===== config.mk =====
export PLATFORM = sky130hd
export DESIGN_NAME = cim_irq_mask
export DESIGN_NICKNAME = d
export VERILOG_FILES = /design/src/rtl/cim_pkg.sv /design/src/rtl/cim_irq_mask.sv /design/src/rtl/cim_bitreg.sv
export SDC_FILE = /design/constraint.sdc
export NUM_CORES = 1
export LEC_CHECK = 0
export BUFFER_PORTS_ARGS = -buffer_cell sky130_fd_sc_hd__buf_2
export CORE_ASPECT_RATIO = 0.75
export CORE_MARGIN = 1.5
export CORE_UTILIZATION = 48
export CTS_BUF_LIST = sky130_fd_sc_hd__clkbuf_4
export DETAILED_ROUTE_END_ITERATION = 16
export PLACE_DENSITY_LB_ADDON = 0.2
export SLEW_MARGIN = 20
export SYNTH_ARGS = -nofsm -noshare
export SYNTH_HDL_FRONTEND = slang
export SYNTH_SLANG_ARGS = --single-unit

===== constraint.sdc =====
create_clock -name clk -period 5.4 [get_ports clk]
set_input_delay 0.81 -clock clk [delete_from_list [all_inputs] [get_ports clk]]
set_output_delay 0.81 -clock clk [all_outputs]
set_load 0.01 [all_outputs]

===== src/rtl/cim_pkg.sv =====
// package with register map, source bit layout and bus constants of the card interrupt mask
package cim_pkg;

  // register byte offsets, one aligned 32-bit word each
  localparam logic [7:0] CIM_OFF_ENABLE_SET   = 8'h00;
  localparam logic [7:0] CIM_OFF_ENABLE_CLEAR = 8'h04;
  localparam logic [7:0] CIM_OFF_ENABLE_STATE = 8'h08;
  localparam logic [7:0] CIM_OFF_EVENT_STATUS = 8'h0c;
  localparam logic [7:0] CIM_OFF_RAW_FLAGS    = 8'h10;
  localparam logic [7:0] CIM_OFF_PENDING      = 8'h14;

  // number of address bits decoded by the slave
  localparam int unsigned CIM_ADDR_W = 8;

  // bit positions of the interrupt sources, same in every register
  localparam int unsigned CIM_BIT_COMMAND_DONE         = 0;
  localparam int unsigned CIM_BIT_RX_WORD_READY        = 1;
  localparam int unsigned CIM_BIT_TX_WORD_TAKEN        = 2;
  localparam int unsigned CIM_BIT_BLOCK_ENDED          = 3;
  localparam int unsigned CIM_BIT_TRANSFER_IN_PROGRESS = 4;
  localparam int unsigned CIM_BIT_CARD_FREE            = 5;
  localparam int unsigned CIM_BIT_RX_COUNT_END         = 6;
  localparam int unsigned CIM_BIT_TX_COUNT_END         = 7;
  localparam int unsigned CIM_BIT_CARD_A_IRQ           = 8;
  localparam int unsigned CIM_BIT_CARD_B_IRQ           = 9;
  localparam int unsigned CIM_BIT_RX_BUFFERS_FULL      = 14;
  localparam int unsigned CIM_BIT_TX_BUFFERS_EMPTY     = 15;
  localparam int unsigned CIM_BIT_RESP_INDEX_ERR       = 16;
  localparam int unsigned CIM_BIT_RESP_DIRECTION_ERR   = 17;
  localparam int unsigned CIM_BIT_RESP_CRC_ERR         = 18;
  localparam int unsigned CIM_BIT_RESP_ENDBIT_ERR      = 19;
  localparam int unsigned CIM_BIT_RESP_TIMEOUT_ERR     = 20;
  localparam int unsigned CIM_BIT_DATA_CRC_ERR         = 21;
  localparam int unsigned CIM_BIT_DATA_TIMEOUT_ERR     = 22;
  localparam int unsigned CIM_BIT_RX_OVERRUN           = 30;
  localparam int unsigned CIM_BIT_TX_UNDERRUN          = 31;

  // assigned source positions; all others read zero and ignore writes
  localparam logic [31:0] CIM_SRC_VALID = 32'hc07fc3ff;

  // values after reset
  localparam logic [31:0] CIM_RST_MASK   = 32'h0000_0000;
  localparam logic [31:0] CIM_RST_EVENTS = 32'h0000_0000;
  localparam logic [31:0] CIM_RST_RDATA  = 32'h0000_0000;

  // ahb encodings used by the slave
  localparam logic [1:0] CIM_HTRANS_NONSEQ = 2'b10;
  localparam logic       CIM_HRESP_OKAY    = 1'b0;

  // source vector, msb first, matching the status register layout
  typedef struct packed {
    logic       tx_underrun;
    logic       rx_overrun;
    logic [6:0] unused_29_23;
    logic       data_timeout_err;
    logic       data_crc_err;
    logic       resp_timeout_err;
    logic       resp_endbit_err;
    logic       resp_crc_err;
    logic       resp_direction_err;
    logic       resp_index_err;
    logic       tx_buffers_empty;
    logic       rx_buffers_full;
    logic [3:0] unused_13_10;
    logic       card_b_irq;
    logic       card_a_irq;
    logic       tx_count_end;
    logic       rx_count_end;
    logic       card_free;
    logic       transfer_in_progress;
    logic       block_ended;
    logic       tx_word_taken;
    logic       rx_word_ready;
    logic       command_done;
  } cim_src_t;

  // captured address phase of one ahb transfer
  typedef struct packed {
    logic                  write;
    logic [CIM_ADDR_W-1:0] addr;
  } cim_xfer_t;

  // bus slave phase
  typedef enum logic [1:0] {
    CIM_ST_IDLE  = 2'b00,
    CIM_ST_WRITE = 2'b01,
    CIM_ST_RDWT  = 2'b10,
    CIM_ST_RDOUT = 2'b11
  } cim_state_t;

endpackage : cim_pkg


===== src/rtl/cim_irq_mask.sv =====
// card interface interrupt mask block with an ahb-lite register slave
//
// Functional notes
// - enable-set write ones set mask bits
// - enable-clear write ones clear mask bits
// - mask read shows enabled sources as ones
// - bits 0..7 are command through tx-end
// - bits 8,9 card irqs; 14,15 buffers
// - bits 16..22 response and data errors
// - bit 30 overrun, bit 31 underrun
//
// Decided for this implementation: the AHB-Lite slave port and the placing of the registers.
`timescale 1ns/100ps
module cim_irq_mask
  import cim_pkg::*;
(
  // clock and reset
  input  wire logic        clk,
  input  wire logic        rstn,
  // ahb-lite slave
  input  wire logic        hsel,
  input  wire logic [31:0] haddr,
  input  wire logic [1:0]  htrans,
  input  wire logic        hwrite,
  input  wire logic [2:0]  hsize,
  input  wire logic [31:0] hwdata,
  input  wire logic        hready,
  output logic             hreadyout,
  output logic             hresp,
  output logic [31:0]      hrdata,
  // status flags of the card interface logic
  input  wire cim_src_t    status_flags,
  // interrupt request
  output logic             irq
);

  // declarations, grouped by the path that uses them
  // bus phase state and captured request
  cim_state_t       state_q;
  cim_state_t       state_d;
  cim_xfer_t        xfer_q;
  cim_xfer_t        xfer_d;

  // registered bus and interrupt outputs
  logic             hreadyout_q;
  logic             hreadyout_d;
  logic             hresp_q;
  logic [31:0]      hrdata_q;
  logic [31:0]      hrdata_d;
  logic             irq_q;
  logic             irq_d;

  // sampled flags, mask and sticky events
  logic [31:0]      flags_q;
  logic [31:0]      flags_d;
  logic [31:0]      mask_q;
  logic [31:0]      events_q;
  cim_src_t         flags_src;

  // transfer qualifiers
  logic             accept;
  logic             accept_wr;
  logic             accept_rd;
  logic             wr_phase;
  logic             rd_load;

  // register decode and write strobes
  logic             hit_set;
  logic             hit_clear;
  logic             hit_state;
  logic             hit_events;
  logic             hit_raw;
  logic             hit_pending;
  logic             wr_set;
  logic             wr_clear;
  logic             wr_events;

  // strobe words into the bit registers
  cim_src_t         wdata_src;
  logic [31:0]      wdata_valid;
  logic [31:0]      mask_set;
  logic [31:0]      mask_clr;
  logic [31:0]      ev_set;
  logic [31:0]      ev_clr;

  // interrupt and read paths
  logic [31:0]      pending;
  logic [31:0]      rdata;
  logic [31:0]      rd_state;
  logic [31:0]      rd_events;
  logic [31:0]      rd_raw;
  logic [31:0]      rd_pending;

  // bus address phase
  // a request is only taken at an edge where ready is high

  // a transfer is taken only when selected, nonseq and the bus is ready;
  // only whole-word singles are expected, so hsize is not decoded
  assign accept    = hsel & (htrans == CIM_HTRANS_NONSEQ) & hready;
  assign accept_wr = accept & hwrite;
  assign accept_rd = accept & ~hwrite;

  // captured request for the data phase
  // hsize is not kept: subword accesses act as whole words
  assign xfer_d.write = hwrite;
  assign xfer_d.addr  = haddr[CIM_ADDR_W-1:0];

  // data phase qualifiers
  assign wr_phase = (state_q == CIM_ST_WRITE);
  assign rd_load  = (state_q == CIM_ST_RDWT);

  // slave phase sequencing
  // one small state machine owns ready, so no path can stall the bus twice

  // reads take one wait state so a write just before is already visible;
  // writes complete with zero wait states and may be followed back to back
  always_comb begin
    state_d     = state_q;
    hreadyout_d = hreadyout_q;
    unique case (state_q)
      // new transfers are taken in any phase where ready is high
      CIM_ST_IDLE, CIM_ST_WRITE, CIM_ST_RDOUT: begin
        if (accept_rd) begin
          state_d     = CIM_ST_RDWT;
          hreadyout_d = 1'b0;
        end else if (accept_wr) begin
          state_d     = CIM_ST_WRITE;
          hreadyout_d = 1'b1;
        end else begin
          state_d     = CIM_ST_IDLE;
          hreadyout_d = 1'b1;
        end
      end
      // wait state over: read data is loaded in this cycle
      CIM_ST_RDWT: begin
        state_d     = CIM_ST_RDOUT;
        hreadyout_d = 1'b1;
      end
    endcase
  end

  // phase state, ready and captured address
  always_ff @(posedge clk or negedge rstn) begin
    if (!rstn) begin
      state_q     <= CIM_ST_IDLE;
      hreadyout_q <= 1'b1;
      xfer_q      <= '0;
    end else begin
      state_q     <= state_d;
      hreadyout_q <= hreadyout_d;
      if (accept) begin
        xfer_q <= xfer_d;
      end
    end
  end

  // the slave never signals an error, not even for unmapped offsets
  always_ff @(posedge clk or negedge rstn) begin
    if (!rstn) begin
      hresp_q <= CIM_HRESP_OKAY;
    end else begin
      hresp_q <= CIM_HRESP_OKAY;
    end
  end

  // address decode
  // compared against the captured address, never the live bus

  // one word per register; anything else hits nothing
  assign hit_set     = (xfer_q.addr == CIM_OFF_ENABLE_SET);
  assign hit_clear   = (xfer_q.addr == CIM_OFF_ENABLE_CLEAR);
  assign hit_state   = (xfer_q.addr == CIM_OFF_ENABLE_STATE);
  assign hit_events  = (xfer_q.addr == CIM_OFF_EVENT_STATUS);
  assign hit_raw     = (xfer_q.addr == CIM_OFF_RAW_FLAGS);
  assign hit_pending = (xfer_q.addr == CIM_OFF_PENDING);

  // write strobes, valid in the write data phase only
  assign wr_set    = wr_phase & hit_set;
  assign wr_clear  = wr_phase & hit_clear;
  assign wr_events = wr_phase & hit_events;

  // write data placed field by field from the source bit positions;
  // a layout slip shows up here rather than in every register
  // command through transmit-end sources
  assign wdata_src.command_done         = hwdata[CIM_BIT_COMMAND_DONE];
  assign wdata_src.rx_word_ready        = hwdata[CIM_BIT_RX_WORD_READY];
  assign wdata_src.tx_word_taken        = hwdata[CIM_BIT_TX_WORD_TAKEN];
  assign wdata_src.block_ended          = hwdata[CIM_BIT_BLOCK_ENDED];
  assign wdata_src.transfer_in_progress = hwdata[CIM_BIT_TRANSFER_IN_PROGRESS];
  assign wdata_src.card_free            = hwdata[CIM_BIT_CARD_FREE];
  assign wdata_src.rx_count_end         = hwdata[CIM_BIT_RX_COUNT_END];
  assign wdata_src.tx_count_end         = hwdata[CIM_BIT_TX_COUNT_END];
  assign wdata_src.card_a_irq           = hwdata[CIM_BIT_CARD_A_IRQ];
  assign wdata_src.card_b_irq           = hwdata[CIM_BIT_CARD_B_IRQ];
  assign wdata_src.rx_buffers_full      = hwdata[CIM_BIT_RX_BUFFERS_FULL];
  assign wdata_src.tx_buffers_empty     = hwdata[CIM_BIT_TX_BUFFERS_EMPTY];
  assign wdata_src.resp_index_err       = hwdata[CIM_BIT_RESP_INDEX_ERR];
  assign wdata_src.resp_direction_err   = hwdata[CIM_BIT_RESP_DIRECTION_ERR];
  assign wdata_src.resp_crc_err         = hwdata[CIM_BIT_RESP_CRC_ERR];
  assign wdata_src.resp_endbit_err      = hwdata[CIM_BIT_RESP_ENDBIT_ERR];
  assign wdata_src.resp_timeout_err     = hwdata[CIM_BIT_RESP_TIMEOUT_ERR];
  assign wdata_src.data_crc_err         = hwdata[CIM_BIT_DATA_CRC_ERR];
  assign wdata_src.data_timeout_err     = hwdata[CIM_BIT_DATA_TIMEOUT_ERR];
  assign wdata_src.rx_overrun           = hwdata[CIM_BIT_RX_OVERRUN];
  assign wdata_src.tx_underrun          = hwdata[CIM_BIT_TX_UNDERRUN];
  assign wdata_src.unused_13_10         = 4'h0;
  assign wdata_src.unused_29_23         = 7'h00;
  assign wdata_valid                    = wdata_src;

  // interrupt mask
  // writes reach the mask only in the data phase of a write

  assign mask_set = wr_set ? wdata_valid : '0;
  assign mask_clr = wr_clear ? wdata_valid : '0;

  cim_bitreg #(
    .WIDTH    (32),
    .RST_VAL  (CIM_RST_MASK),
    .KEEP     (CIM_SRC_VALID),
    .SET_WINS (1'b1)
  ) u_mask (
    .clk      (clk),
    .rstn     (rstn),
    .set_bits (mask_set),
    .clr_bits (mask_clr),
    .value_q  (mask_q)
  );

  // status flag capture and sticky events
  // events remember a flag that was too short for software to see

  // status flags taken field by field so the irq path sees the same layout
  // command through transmit-end flags
  assign flags_src.command_done         = status_flags.command_done;
  assign flags_src.rx_word_ready        = status_flags.rx_word_ready;
  assign flags_src.tx_word_taken        = status_flags.tx_word_taken;
  assign flags_src.block_ended          = status_flags.block_ended;
  assign flags_src.transfer_in_progress = status_flags.transfer_in_progress;
  assign flags_src.card_free            = status_flags.card_free;
  assign flags_src.rx_count_end         = status_flags.rx_count_end;
  assign flags_src.tx_count_end         = status_flags.tx_count_end;
  assign flags_src.card_a_irq           = status_flags.card_a_irq;
  assign flags_src.card_b_irq           = status_flags.card_b_irq;
  assign flags_src.rx_buffers_full      = status_flags.rx_buffers_full;
  assign flags_src.tx_buffers_empty     = status_flags.tx_buffers_empty;
  assign flags_src.resp_index_err       = status_flags.resp_index_err;
  assign flags_src.resp_direction_err   = status_flags.resp_direction_err;
  assign flags_src.resp_crc_err         = status_flags.resp_crc_err;
  assign flags_src.resp_endbit_err      = status_flags.resp_endbit_err;
  assign flags_src.resp_timeout_err     = status_flags.resp_timeout_err;
  assign flags_src.data_crc_err         = status_flags.data_crc_err;
  assign flags_src.data_timeout_err     = status_flags.data_timeout_err;
  assign flags_src.rx_overrun           = status_flags.rx_overrun;
  assign flags_src.tx_underrun          = status_flags.tx_underrun;
  // unassigned flag positions never raise irq
  assign flags_src.unused_13_10         = 4'h0;
  assign flags_src.unused_29_23         = 7'h00;
  assign flags_d                        = flags_src;

  // flags are synchronous to clk; one register stage keeps irq timing fixed
  always_ff @(posedge clk or negedge rstn) begin
    if (!rstn) begin
      flags_q <= '0;
    end else begin
      flags_q <= flags_d;
    end
  end

  // a flag that is high latches its event bit; write one clears it,
  // but a flag still high in that cycle keeps the bit set
  assign ev_set = flags_q;
  assign ev_clr = wr_events ? wdata_valid : '0;

  cim_bitreg #(
    .WIDTH    (32),
    .RST_VAL  (CIM_RST_EVENTS),
    .KEEP     (CIM_SRC_VALID),
    .SET_WINS (1'b1)
  ) u_events (
    .clk      (clk),
    .rstn     (rstn),
    .set_bits (ev_set),
    .clr_bits (ev_clr),
    .value_q  (events_q)
  );

  // interrupt output
  // level output: software clears the cause, not the line

  // sticky events keep irq up after a flag drops until software clears them
  // flag or sticky event, gated by the mask, drives irq
  assign pending = (flags_q | events_q) & mask_q;
  assign irq_d   = |pending;

  // registered so the pin never glitches on decode
  always_ff @(posedge clk or negedge rstn) begin
    if (!rstn) begin
      irq_q <= 1'b0;
    end else begin
      irq_q <= irq_d;
    end
  end

  // read data
  // one mux of decoded words, loaded only in the read wait cycle

  assign rd_state   = hit_state ? mask_q : '0;
  // event, raw and pending words give software extra visibility
  assign rd_events  = hit_events ? events_q : '0;
  assign rd_raw     = hit_raw ? flags_q : '0;
  assign rd_pending = hit_pending ? pending : '0;

  // write-only registers and unmapped offsets read as zero
  // unassigned bits read zero
  assign rdata = (rd_state | rd_events | rd_raw | rd_pending) & CIM_SRC_VALID;

  // read data loaded in the wait cycle, held until the next read
  assign hrdata_d = rd_load ? rdata : hrdata_q;

  always_ff @(posedge clk or negedge rstn) begin
    if (!rstn) begin
      hrdata_q <= CIM_RST_RDATA;
    end else begin
      hrdata_q <= hrdata_d;
    end
  end

  // outputs, each straight from a flip-flop
  // no logic sits between these registers and the pins
  assign hreadyout = hreadyout_q;
  assign hresp     = hresp_q;
  assign hrdata    = hrdata_q;
  assign irq       = irq_q;

endmodule : cim_irq_mask


===== src/rtl/cim_bitreg.sv =====
// set/clear bit register with per-bit strobes and selectable set priority
`timescale 1ns/100ps
module cim_bitreg
  import cim_pkg::*;
#(
  parameter int unsigned       WIDTH    = 32,
  parameter logic [WIDTH-1:0]  RST_VAL  = '0,
  parameter logic [WIDTH-1:0]  KEEP     = '1,
  parameter bit                SET_WINS = 1'b1
) (
  // clock and reset
  input  wire logic             clk,
  input  wire logic             rstn,
  // per-bit strobes
  input  wire logic [WIDTH-1:0] set_bits,
  input  wire logic [WIDTH-1:0] clr_bits,
  // stored value
  output logic      [WIDTH-1:0] value_q
);

  logic [WIDTH-1:0] value_d;
  logic [WIDTH-1:0] set_win;
  logic [WIDTH-1:0] clr_win;

  // strobe priority: a set arriving with a clear is not lost unless told otherwise
  assign set_win = SET_WINS ? set_bits : (set_bits & ~clr_bits);
  assign clr_win = SET_WINS ? (clr_bits & ~set_bits) : clr_bits;
  // positions outside KEEP never hold a one
  assign value_d = ((value_q | set_win) & ~clr_win) & KEEP;

  // storage
  always_ff @(posedge clk or negedge rstn) begin
    if (!rstn) begin
      value_q <= RST_VAL;
    end else begin
      value_q <= value_d;
    end
  end

endmodule : cim_bitreg


# == Word level (Yosys, flattened, before mapping) ==
# Cells that the tools add are included.
# word_totals
reg_bits,96
out_inout_bits,35
wordCells,55
# classes
eq_ne,9
n_mux,12
bitwise_logic,22
reduce_logical,4
# op_table
cell,count
$mux 32,7
$and 32x32->32,5
$or 32x32->32,5
$not 32->32,4
$reduce_or 32->1,1
$eq 8x4->1 const B,2
$eq 8x5->1 const B,2
$eq 8x3->1 const B,1
$logic_not 8->1,1
$and 1x1->1,7
$eq 2x2->1 const B,3
$pmux 2 s2,1
$reduce_or 3->1,1
$eq 2x1->1 const B,1
$logic_not 2->1,1
$mux 1,2
$mux 2,1
$pmux 1 s2,1
$not 1->1,1

# == Logic depth before layout (Yosys ltp) ==
# Gate-level depths: netlist of run 1.
# depth
word_depth,7
depth_mapped,6

# == Hierarchy ==
# A second synthesis of run 1 with hierarchy kept.
# unflattened
hier_cells,487
hier_area_um2,4864.7
# by_module_without_submodules
mod,n_inst,cells_per_inst,area_each_um2,seq_area_each_um2
cim_irq_mask,1,337,3168.0,1352.5
cim_bitreg,2,75,848.3,525.5

# == Worst setup path after synthesis of run 1 ==
# OpenSTA, ideal clock, no wires.
# synth_timing
path_type,flip-flop to flip-flop
start,reg xfer_q[0] in the netlist's numbering
end,reg u_events.value_q[14]
arrival_time_ns,1.632
required_time_ns,5.282
slack_ns,3.650
stages_incl_launch_ff,6
synth_period_minus_slack_ns,1.750
cell_sequence,dfrtp_1 or4_4 nor4_4 buf_6 nand2_1 a21o_1
# synth_between
elab_chain_len,6
# synth_lines
item,line,text
start: declaration,cim_irq_mask.sv:41,cim_xfer_t xfer_q;
start signal: assignment,cim_irq_mask.sv:152,xfer_q <= xfer_d;
$eq 8x4->1,cim_irq_mask.sv:173,assign hit_events = (xfer_q.addr == CIM_OFF_EVENT_STATUS);
$and 1x1->1,cim_irq_mask.sv:180,assign wr_events = wr_phase & hit_events;
$mux 32,cim_irq_mask.sv:272,assign ev_clr = wr_events ? wdata_valid : '0;
$and 32x32->32,cim_bitreg.sv:27,assign clr_win = SET_WINS ? (clr_bits & ~set_bits) : clr_bits;
$not 32->32,cim_bitreg.sv:29,assign value_d = ((value_q | set_win) & ~clr_win) & KEEP;
$and 32x32->32,cim_bitreg.sv:29,
net u_events.value_d[14],cim_bitreg.sv:21,logic [WIDTH-1:0] value_d;
end signal: assignment,cim_bitreg.sv:36,value_q <= value_d;
end: declaration,cim_bitreg.sv:18,output logic [WIDTH-1:0] value_q
# The timed path passes the listed nets, and every way through them passes these cells.
# A chain may end at the register's enable or synchronous reset.

# == Worst setup path after layout of run 1 ==
# layout_timing
start,reg xfer_q[4] in the netlist's numbering
end,reg hrdata_q[14] (netlist: hrdata[14])
# layout_between
elab_chain_len,5
elab_cells_between_ends,11
# layout_lines
item,line,text
"$eq 8x4->1, on equally long branches","cim_irq_mask.sv:172, cim_irq_mask.sv:173",
"$mux 32, on equally long branches","cim_irq_mask.sv:307, cim_irq_mask.sv:309",
$or 32x32->32 (2 in a row),cim_irq_mask.sv:315,assign rdata = (rd_state | rd_events | rd_raw | rd_pending) & CIM_SRC_VALID;
$or 32x32->32 *,cim_irq_mask.sv:315,
end signal: assignment,cim_irq_mask.sv:324,hrdata_q <= hrdata_d;
end: declaration,cim_irq_mask.sv:48,logic [31:0] hrdata_q;
# Mark *: on every way between the ends. The rest lies on a longest branch, timed or not.

==> results.json, run 1 <==
{
  "status": "completed",
  "r2r_slack_ns": 2.90,
  "synthCells": 466,
  "vias_per_cell": 5.66,
  "ant_nets": 0,
  "synth-seq-cells": 96,
  "synth_ff_type": "dfrtp_1",
  "insertion_delay_ns": 0.46,
  "initial_core_util_pct": 50.4,
  "grt_pass1_wl_mm": 17.7,
  "synthDominantCellAreaShare_pct": 51.1,
  "numClockSinks": 96,
  "fin_tns_setup_ns": 0,
  "syn_to_final_growth_pct": 10.9,
  "die_h_um": 88.2,
  "worstPathMaxFanout": 63,
  "r2r_cells": 5,
  "cts_tree": "built",
  "die_area_mm2": 0.0103,
  "async_flop_share_pct": 100,
  "critPathKind": "reg -> reg",
  "ys_warn_count": 0,
  "finalInstanceArea_mm2": 0.00516,
  "hold_class": "in -> async",
  "syn_avg_cell_area_um2": 9.98,
  "final_core_util_pct": 55.9,
  "drive_gt1_share_pct": 25.2,
  "setup_viol": 0,
  "grt_overflow_total": 0,
  "post_cts_buffers": 0,
  "clk_path_buf_depth": 2,
  "crit_required_ns": 5.79,
  "synth_top_cell_by_area": "dfrtp_1",
  "setup_ws_ns": 2.90,
  "rsz0062_at_grt": "no",
  "r2r-end": "hrdata[14]",
  "dr_total_vias": 3732,
  "antenna_found_initial": 0,
  "reg2reg_from": "xfer_q[4]",
  "grt_pass1_vias": 3590,
  "pre_cts_ws_ns": 2.95,
  "synth_cell_types": 29,
  "cts_buffers": 9,
  "end_kind": "flop",
  "finalCritPeriodShare_pct": 46.2,
  "post-route-min-period_ns": 2.50,
  "num_rows": 30,
  "diodes": 0,
  "io_buffers": 79,
  "place_area_mm2": 0.00506,
  "h-tree-depth": 3,
  "die_w_um": 117,
  "wire_per_inst_um": 16.6,
  "gp_congestion": 0.755,
  "clockRootBuffer": "clkbuf_4",
  "pwr_density_cell_mw_per_mm2": 385,
  "nNetsFinal": 634,
  "drv_cap": 0,
  "grt.total_usage_pct": 22.8,
  "finalHoldViolCount": 0,
  "hold_buffers": 0,
  "start_kind": "flop",
  "seq_area_frac_synth_pct": 51.7,
  "hpwl_mm": 6.74,
  "routed_wl_mm": 10.9,
  "post_cts_resized": 0,
  "arrival_ns": 2.88,
  "synth-edff-count": 0,
  "slew_viol_final": 0,
  "ir_worst_vdd_uv": 198,
  "clock_skew_ns": 0.0175,
  "drt-initial-drc-count": 321,
  "max_freq_mhz": 400,
  "clk_pin_slew_ns": 0.14,
  "crit_path_start": "xfer_q[4]",
  "io_pins": 141,
  "relSlewSlack_pct": 26.3,
  "synth.area.top_cells": "dfrtp_1 51%, o21ai_0 5.5%, nand2_1 5.2%, o221a_2 5.1%, mux2i_1 4.5%",
  "drcViolationCount": 0,
  "first_pass_iters": 6,
  "p_leak_nw": 2.38,
  "synth_area_mm2": 0.00465,
  "core_mm2": 0.00923,
  "worst_slew_pin_slew_ns": 1.11,
  "grt_max_degree": 66
}
## routing by layer
metal,vias up,routed length (µm),GRT usage [%]
li1,1749,-,-
met1,1817,4900,29.8
met2,150,5130,37.9
met3,16,755,5.75
met4,0,147,7.34
met5,-,0,0
## synthesized netlist by cell type, drive strengths merged (2+ instances only)
cell    count
a21o       21
a21oi      21
a22oi      21
a31oi      14
buf        21
clkbuf     24
dfrtp      95
inv        22
mux2        8
mux2i      21
nand2      64
nand2b      2
nand3       8
nand4       4
nor2       14
nor2b      24
nor4        3
o21ai      52
o221a      21
## worst max-delay path, cell delays in order (launching register included)
cell and delay [ns]:
dfrtp_1 1.04, nor2b_4 0.29, buf_4 0.51, a22oi_1 0.13, o21ai_0 0.20, o221a_2 0.21
## layout by cell type (no fill, tap or decap)
cell        synthesis  routed
a21o_1             21      21
a21oi_1            21      21
a22oi_1            21      21
a31oi_1            14      14
and4_1              1       1
buf_2               5      78
buf_4              12       7
clkbuf_4            0       9
clkinv_1            0       3
clkinvlp_4          0       2
conb_1              1      12
dfrtp_1            95      94
dfrtp_4             0       1
dfstp_2             1       1
inv_1              22      22
mux2_2              8       8
mux2i_1            21      21
nand2_1            64      64
nand2b_1            2       2
nand3_1             8       8
nand4_1             4       4
nand4b_1            1       1
nor2_1             14      14
nor2b_1            24      21
nor2b_2             0       2
nor2b_4             0       1
nor4_1              1       1
nor4_4              2       2
o21ai_0            51      51
o21ai_2             0       1
o221a_2            21      21
or3_1               1       1
or4_4               1       1
## report_power, final
part | total, W | switching, W | leakage, nW | internal [W]
sequential | 0.00100 | 0.000150 | 1.02 | 0.000851
clock | 0.000316 | 0.000231 | 0.0464 | 0.0000852
combinational | 0.000666 | 0.000346 | 1.31 | 0.000320
## state kept, by name (all words and copies together) (netlist names)
signal	flops
ev_set	21
hrdata	21
u_events.value_q	21
u_mask.value_q	21
xfer_q	8
state_q	2
hreadyout	1
irq	1
## how the worst max path moves through the flow
| stage | to | depth (start not counted) |
|---|---|---|
| 6_report | hrdata[14] | 5 |
| 5_1_grt | hrdata[8] | 5 |
| 4_1_cts | hrdata[14] | 5 |
| 3_5_place_dp | hrdata[15] | 5 |
| 3_3_place_gp | hrdata[14] | 5 |
| 2_1_floorplan | u_events.value_q[14] | 5 |
## cell type report
cell class	instances	area [µm²]
multi-input combinational	314	1970
clock inverter	5	26.3
tap	128	160
clock buffer	9	67.6
fill	868	4080
inverter	22	82.6
timing repair buffer	85	443
sequential	96	2410
## cell families (layout without fill, tap and decap cells)
family	after synthesis	after routing	share of synthesized area (%)
flops	96	96	51.7
mux	29	29	6.46
simple gates	123	123	13.0
buf+inv	67	121	7.16
other cells	1	12	0.0807
compound gates	150	150	21.6
## stage by stage
step | hold WS (ns) | total power (W) | cells
floorplan | 0.466 | 0.00145 | 477
global placement | 0.480 | 0.00167 | 645
detailed placement | 0.483 | 0.00168 | 645
CTS | 0.277 | 0.00201 | 659
global route | 0.297 | 0.00213 | 659
finish | 0.300 | 0.00198 | 659
Note: power is estimated with default switching activity, not from simulation.
==> run 2, diff against run 1 <==
--- a/config.mk
+++ b/config.mk
@@ -5,6 +5,7 @@
 export SDC_FILE = /design/constraint.sdc
 export NUM_CORES = 1
 export LEC_CHECK = 0
+export ABC_AREA = 1
 export BUFFER_PORTS_ARGS = -buffer_cell sky130_fd_sc_hd__buf_2
 export CORE_ASPECT_RATIO = 0.75
 export CORE_MARGIN = 1.5
==> constraint.sdc (replaced) <==
create_clock -name clk -period 2.2 [get_ports clk]
set_input_delay 0.33 -clock clk [delete_from_list [all_inputs] [get_ports clk]]
set_output_delay 0.33 -clock clk [all_outputs]
set_load 0.01 [all_outputs]
==> run 2 against run 1 <==
Cell count grew 23%. Fmax rose by 42%. Largest power group unchanged. Critical path type unchanged. Sequential power is 130% higher. First-iteration DRC count increased by 6.2%. Critical endpoint is now u_events.value_q[21]. Combinational power rose by 130%. Largest cell class unchanged. Clock skew increased by 0.0051 ns. Power grew to 2.6 times the previous value. Count of clock-buffer cells in the layout did not move.
==> results.json, run 2 <==
{
  "ys_warn_count": 0,
  "num_rows": 30,
  "hold_class": "in -> reg",
  "finalHoldViolCount": 0,
  "fillers": 815,
  "vias_per_cell": 5.19,
  "power_switching_w": 0.00178,
  "hpwl_mm": 7.71,
  "post_cts_resized": 0,
  "finalInstanceArea_mm2": 0.00553,
  "synth-edff-count": 0,
  "finalCritPeriodShare_pct": 80.2,
  "synth_top_cell_by_area": "dfrtp_1",
  "gp_congestion": 0.867,
  "h-tree-depth": 3,
  "max_freq_mhz": 567,
  "clock_skew_ns": 0.0226,
  "core_mm2": 0.00920,
  "clockRootBuffer": "clkbuf_4",
  "ir_worst_vdd_uv": 446,
  "initial_core_util_pct": 50.2,
  "slew_viol_final": 0,
  "layout_common_cells": "122 x nand2_1, 122 x nand3_1, 95 x dfrtp_1",
  "p_leak_nw": 2.52,
  "post_cts_buffers": 0,
  "rsz0062_at_grt": "no",
  "drcViolationCount": 0,
  "status": "completed",
  "end_kind": "flop",
  "drt-initial-drc-count": 341,
  "synth_commonest_cells": "122 x nand2_1, 122 x nand3_1, 95 x dfrtp_1",
  "synthCells": 579,
  "die_area_mm2": 0.0102,
  "die_h_um": 87.9,
  "fin_tns_setup_ns": 0,
  "antenna_found_initial": 0,
  "async_flop_share_pct": 100,
  "p_total_w": 0.00514,
  "timing.critical_path.max_delay_family": "simple AND/OR/NAND/NOR gates",
  "synthDominantCellAreaShare_pct": 51.5,
  "grt_overflow_total": 0,
  "crit_top_cell": "nand2_1",
  "crit_required_ns": 2.58,
  "arrival_ns": 2.14,
  "grt_pass1_vias": 3840,
  "cp_slowest_cell": "dfrtp_1",
  "io_pins": 141,
  "p_int_w": 0.00336,
  "grt_max_degree": 47,
  "synth_ff_type": "dfrtp_1",
  "path_buf_inv": 3,
  "grt.total_usage_pct": 24.3,
  "critPathKind": "reg -> reg",
  "io_buffers": 79,
  "drive_gt1_share_pct": 18.9,
  "syn_to_final_growth_pct": 19.8,
  "setup_ws_ns": 0.436,
  "die_w_um": 116,
  "routed_wl_mm": 11.8,
  "critPathMaxStageDelay_ns": 0.41,
  "worstPathMaxFanout": 21,
  "drv_cap": 0,
  "p_sw_share_pct": 34.6,
  "p_comb_share_pct": 29.8,
  "synth-seq-cells": 96,
  "numClockSinks": 96,
  "syn_avg_cell_area_um2": 7.97,
  "path_cells": "inv_1 -> nand2_1 -> nor2_2 -> nand2_1 -> nor2_2 -> buf_4 -> nand2_1 -> a21oi_1 -> inv_1",
  "synth.area.top_cells": "dfrtp_1 52%, nand3_1 13%, nand2_1 9.9%, nor2_1 7.5%, inv_1 3.0%",
  "nNetsFinal": 783,
  "place_area_mm2": 0.00510,
  "grt_pass1_wl_mm": 18.9,
  "seq_area_frac_synth_pct": 52.1,
  "cts_buffers": 9,
  "wire_per_inst_um": 14.6,
  "dr_total_vias": 4202,
  "ant_nets": 0,
  "start_kind": "flop",
  "post-route-min-period_ns": 1.76,
  "clk_path_buf_depth": 2,
  "pre_cts_ws_ns": 0.456,
  "first_pass_iters": 5,
  "synth_cell_types": 23,
  "diodes": 0,
  "pwr-share-seq_pct": 44.8,
  "pwr_density_cell_mw_per_mm2": 930,
  "cts_tree": "built",
  "insertion_delay_ns": 0.48,
  "setup_viol": 0,
  "clkPwrFrac_pct": 25.4,
  "clk_pin_slew_ns": 0.15,
  "synth_area_mm2": 0.00461
}
-- run 2: cell types whose count changed after synthesis, sizes merged, moves of 15 or more --
cell / change
nand3: +114
nor2: +85
nand2: +60
o21ai: -35
nor2b: -24
a21o: -21
a22oi: -21
inv: +21
mux2i: -21
o221a: -21
clkbuf: -20
buf: +15
-- run 2: layout make-up --
class,count,area [µm²],area share (%)
sequential,96,2400,43.5
multi-input combinational,411,1840,33.2
timing repair buffer,116,756,13.7
inverter,43,161,2.92
tap,128,160,2.90
clock inverter,7,143,2.58
clock buffer,9,67.6,1.22
-- run 2: kinds of logic after synthesis --
logic type / after synthesis / share of synthesized area [%]
other: 1 / 0.0813
AND/OR/NAND/NOR: 349 / 32.8
flip-flops: 96 / 52.1
AO/OA/AOI/OAI: 50 / 6.07
buffers and inverters: 83 / 8.97
-- run 2: through the flow --
| step | hold WS, ns | utilization (%) | instances |
|---|---|---|---|
| 2_1_floorplan | 0.0344 | - | 590 |
| 3_3_place_gp | 0.289 | 55.4 | 772 |
| 3_5_place_dp | 0.297 | 55.4 | 772 |
| 4_1_cts | 0.0465 | 60.1 | 810 |
| 5_1_grt | 0.0626 | 60.1 | 810 |
| 6_report | 0.0655 | 60.1 | 810 |
-- run 2: metal layers --
| layer | GRT usage [%] | wire length, µm | vias up |
|---|---|---|---|
| li1 | - | - | 2026 |
| met1 | 35.8 | 5400 | 1994 |
| met2 | 36.3 | 5470 | 174 |
| met3 | 5.12 | 828 | 8 |
| met4 | 7.10 | 94 | 0 |
| met5 | 0 | 0 | - |
-- run 2: power groups by stage --
stage / sequential [W] / clock, W / combinational, W
2_1_floorplan: 0.00240 / 0 / 0.000855
3_3_place_gp: 0.00233 / 0 / 0.00147
3_5_place_dp: 0.00234 / 0 / 0.00150
4_1_cts: 0.00230 / 0.00133 / 0.00153
5_1_grt: 0.00234 / 0.00140 / 0.00171
6_report: 0.00230 / 0.00131 / 0.00153
-- run 2: worst reg2reg max path, delay by kind of cell, from the launching register on --
family / cells / cell delay [ns]
AOI/OAI and AO/OA: 1 / 0.16
buffers and inverters: 3 / 0.44
DFF: 1 / 0.41
and+or+nand+nor: 5 / 0.67
-- run 2: worst paths after layout --
check / from / end / slack [ns] / cells past startpoint
setup reg to reg: xfer_q[4] / u_events.value_q[21] / 0.44 / 9
setup / recovery: xfer_q[4] / u_events.value_q[21] / 0.44 / 9
hold reg to reg: u_mask.value_q[7] / u_mask.value_q[7] / 0.51 / 2
hold / removal: haddr[1] / xfer_q[1] / 0.07 / 3
max in group asynchronous: rstn / u_events.value_q[14] / 1.24 / 3
min in group asynchronous: rstn / ev_set[9] / 0.31 / 2
-- run 2: what timing repair did --
| action | 4_1_cts | 5_1_grt |
|---|---|---|
| hold buffers | 22 | 0 |
| setup endpoints to repair | 0 | 0 |
| endpoints found under the hold margin | 50 | 0 |
==> run 3, diff against run 2 <==
==> constraint.sdc (replaced) <==
create_clock -name clk -period 1.7 [get_ports clk]
set_input_delay 0.255 -clock clk [delete_from_list [all_inputs] [get_ports clk]]
set_output_delay 0.255 -clock clk [all_outputs]
set_load 0.01 [all_outputs]
==> run 3 against run 2 <==
Fmax up 17%. Sequential share of layout area about the same. Final area up 0.11%. Die area unchanged. Critical path type unchanged. Largest power group unchanged.
==> results.json, run 3 (synthesized netlist as in run 2, its figures left out) <==
{
  "vias_per_cell": 5.22,
  "post-route-min-period_ns": 1.51,
  "grt_max_degree": 46,
  "pwr_density_cell_mw_per_mm2": 1120,
  "routed_wl_mm": 11.7,
  "nNetsFinal": 788,
  "grt_overflow_total": 0,
  "setup_viol": 0,
  "finalHoldViolCount": 0,
  "io_pins": 141,
  "fin_tns_setup_ns": 0,
  "status": "completed",
  "worst_slew_pin_slew_ns": 0.611,
  "insertion_delay_ns": 0.45,
  "rsz0062_at_grt": "no",
  "arrival_ns": 1.85,
  "relSlewSlack_pct": 59.2,
  "p_leak_nw": 2.52,
  "clk_path_buf_depth": 2,
  "grt.total_usage_pct": 24.4,
  "worstPathMaxFanout": 21,
  "drive_gt1_share_pct": 19.2,
  "drt-initial-drc-count": 324,
  "initial_core_util_pct": 50.2,
  "grt_pass1_vias": 3877,
  "dr_total_vias": 4248,
  "cp_slowest_cell": "dfrtp_1",
  "hpwl_mm": 7.74,
  "fillers": 826,
  "ir_worst_vdd_uv": 729,
  "regArea_mm2": 0.00240,
  "cts_tree": "built",
  "die_area_mm2": 0.0102,
  "wire_per_inst_um": 14.4,
  "diodes": 0,
  "multi_input_area_mm2": 0.00184,
  "pre_cts_ws_ns": 0.153,
  "die_h_um": 87.9,
  "first_pass_iters": 5,
  "critPathKind": "reg -> reg",
  "drcViolationCount": 0,
  "crit_required_ns": 2.04,
  "final_common_cell": "nand3_1",
  "clock_skew_ns": 0.0140,
  "core_mm2": 0.00920,
  "hold_class": "in -> reg",
  "numClockSinks": 96,
  "post_cts_buffers": 0,
  "max_freq_mhz": 662,
  "antenna_found_initial": 0,
  "finalCritPeriodShare_pct": 88.8,
  "io_buffers": 79,
  "clockRootBuffer": "clkbuf_4",
  "ant_nets": 0,
  "h-tree-depth": 3,
  "grt_pass1_wl_mm": 18.9,
  "cts_buffers": 9,
  "drv_cap": 0,
  "start_kind": "flop",
  "gp_congestion": 0.833,
  "path_cells": "inv_2 -> nand2_2 -> nor2_2 -> nand2_1 -> nor2_2 -> buf_12 -> nand2_1 -> a21oi_1 -> inv_1",
  "slew_viol_final": 0,
  "num_rows": 30,
  "layout_common_cells": "122 x nand3_1, 121 x nand2_1, 95 x dfrtp_1",
  "end_kind": "flop",
  "clk_pin_slew_ns": 0.12,
  "setup_ws_ns": 0.190,
  "final_core_util_pct": 60.2,
  "die_w_um": 116,
  "syn_to_final_growth_pct": 20.0,
  "critPathMaxStageDelay_ns": 0.39
}
run 3: area by class of cell:
type | instances | area share (%)
clock buffer | 10 | 1.36
clock inverter | 5 | 0.882
inverter | 43 | 2.92
multi-input combinational | 411 | 33.3
sequential | 96 | 43.4
tap | 128 | 2.89
timing repair buffer | 121 | 15.3
run 3: timing repair:
| action | CTS | global route |
|---|---|---|
| hold buffers | 22 | 1 |
| hold endpoints to repair | 62 | 1 |
| setup endpoints to repair | 0 | 4 |
| resized for setup | 0 | 2 |
run 3: per-stage QoR:
step / cell area [µm²] / total power [W] / std cells / hold slack, ns
floorplan: 4660 / 0.00421 / 590 / -0.0406
global placement: 5180 / 0.00498 / 776 / 0.296
detailed placement: 5180 / 0.00503 / 776 / 0.308
CTS: 5520 / 0.00624 / 813 / 0.00102
global route: 5540 / 0.00663 / 814 / 0.00303
finish: 5540 / 0.00619 / 814 / 0.0254
run 3: worst paths after layout:
check	from	endpoint	slack, ns	cells after the start
setup / recovery	xfer_q[6]	u_events.value_q[18]	0.19	9
hold / removal	haddr[0]	xfer_q[0]	0.03	3
setup reg to reg	xfer_q[6]	u_events.value_q[18]	0.19	9
hold reg to reg	ev_set[21]	u_events.value_q[21]	0.50	2
max in group asynchronous	rstn	u_events.value_q[16]	0.71	3
min in group asynchronous	rstn	u_events.value_q[2]	0.35	2
run 3: worst max-delay path: cells and delay by family (launching register included):
family	cells	cell delay (ns)
buffers and inverters	3	0.30
DFF	1	0.39
and+or+nand+nor	5	0.56
AOI/OAI and AO/OA	1	0.15
run 3: report_power, final:
group | total (W) | internal [W] | switching [W] | leakage, nW
sequential | 0.00298 | 0.00271 | 0.000269 | 1.11
combinational | 0.00204 | 0.000802 | 0.00124 | 1.33
clock | 0.00116 | 0.000446 | 0.000717 | 0.0734
total | 0.00619 | 0.00396 | 0.00223 | 2.52
run 3: metal layers:
metal | vias up | track usage, % | part of all wire [%]
li1 | 2045 | - | -
met1 | 1996 | 34.5 | 46
met2 | 194 | 37.1 | 45
met3 | 13 | 6.37 | 7.5
met4 | 0 | 7.65 | 1.0
met5 | - | 0 | 0
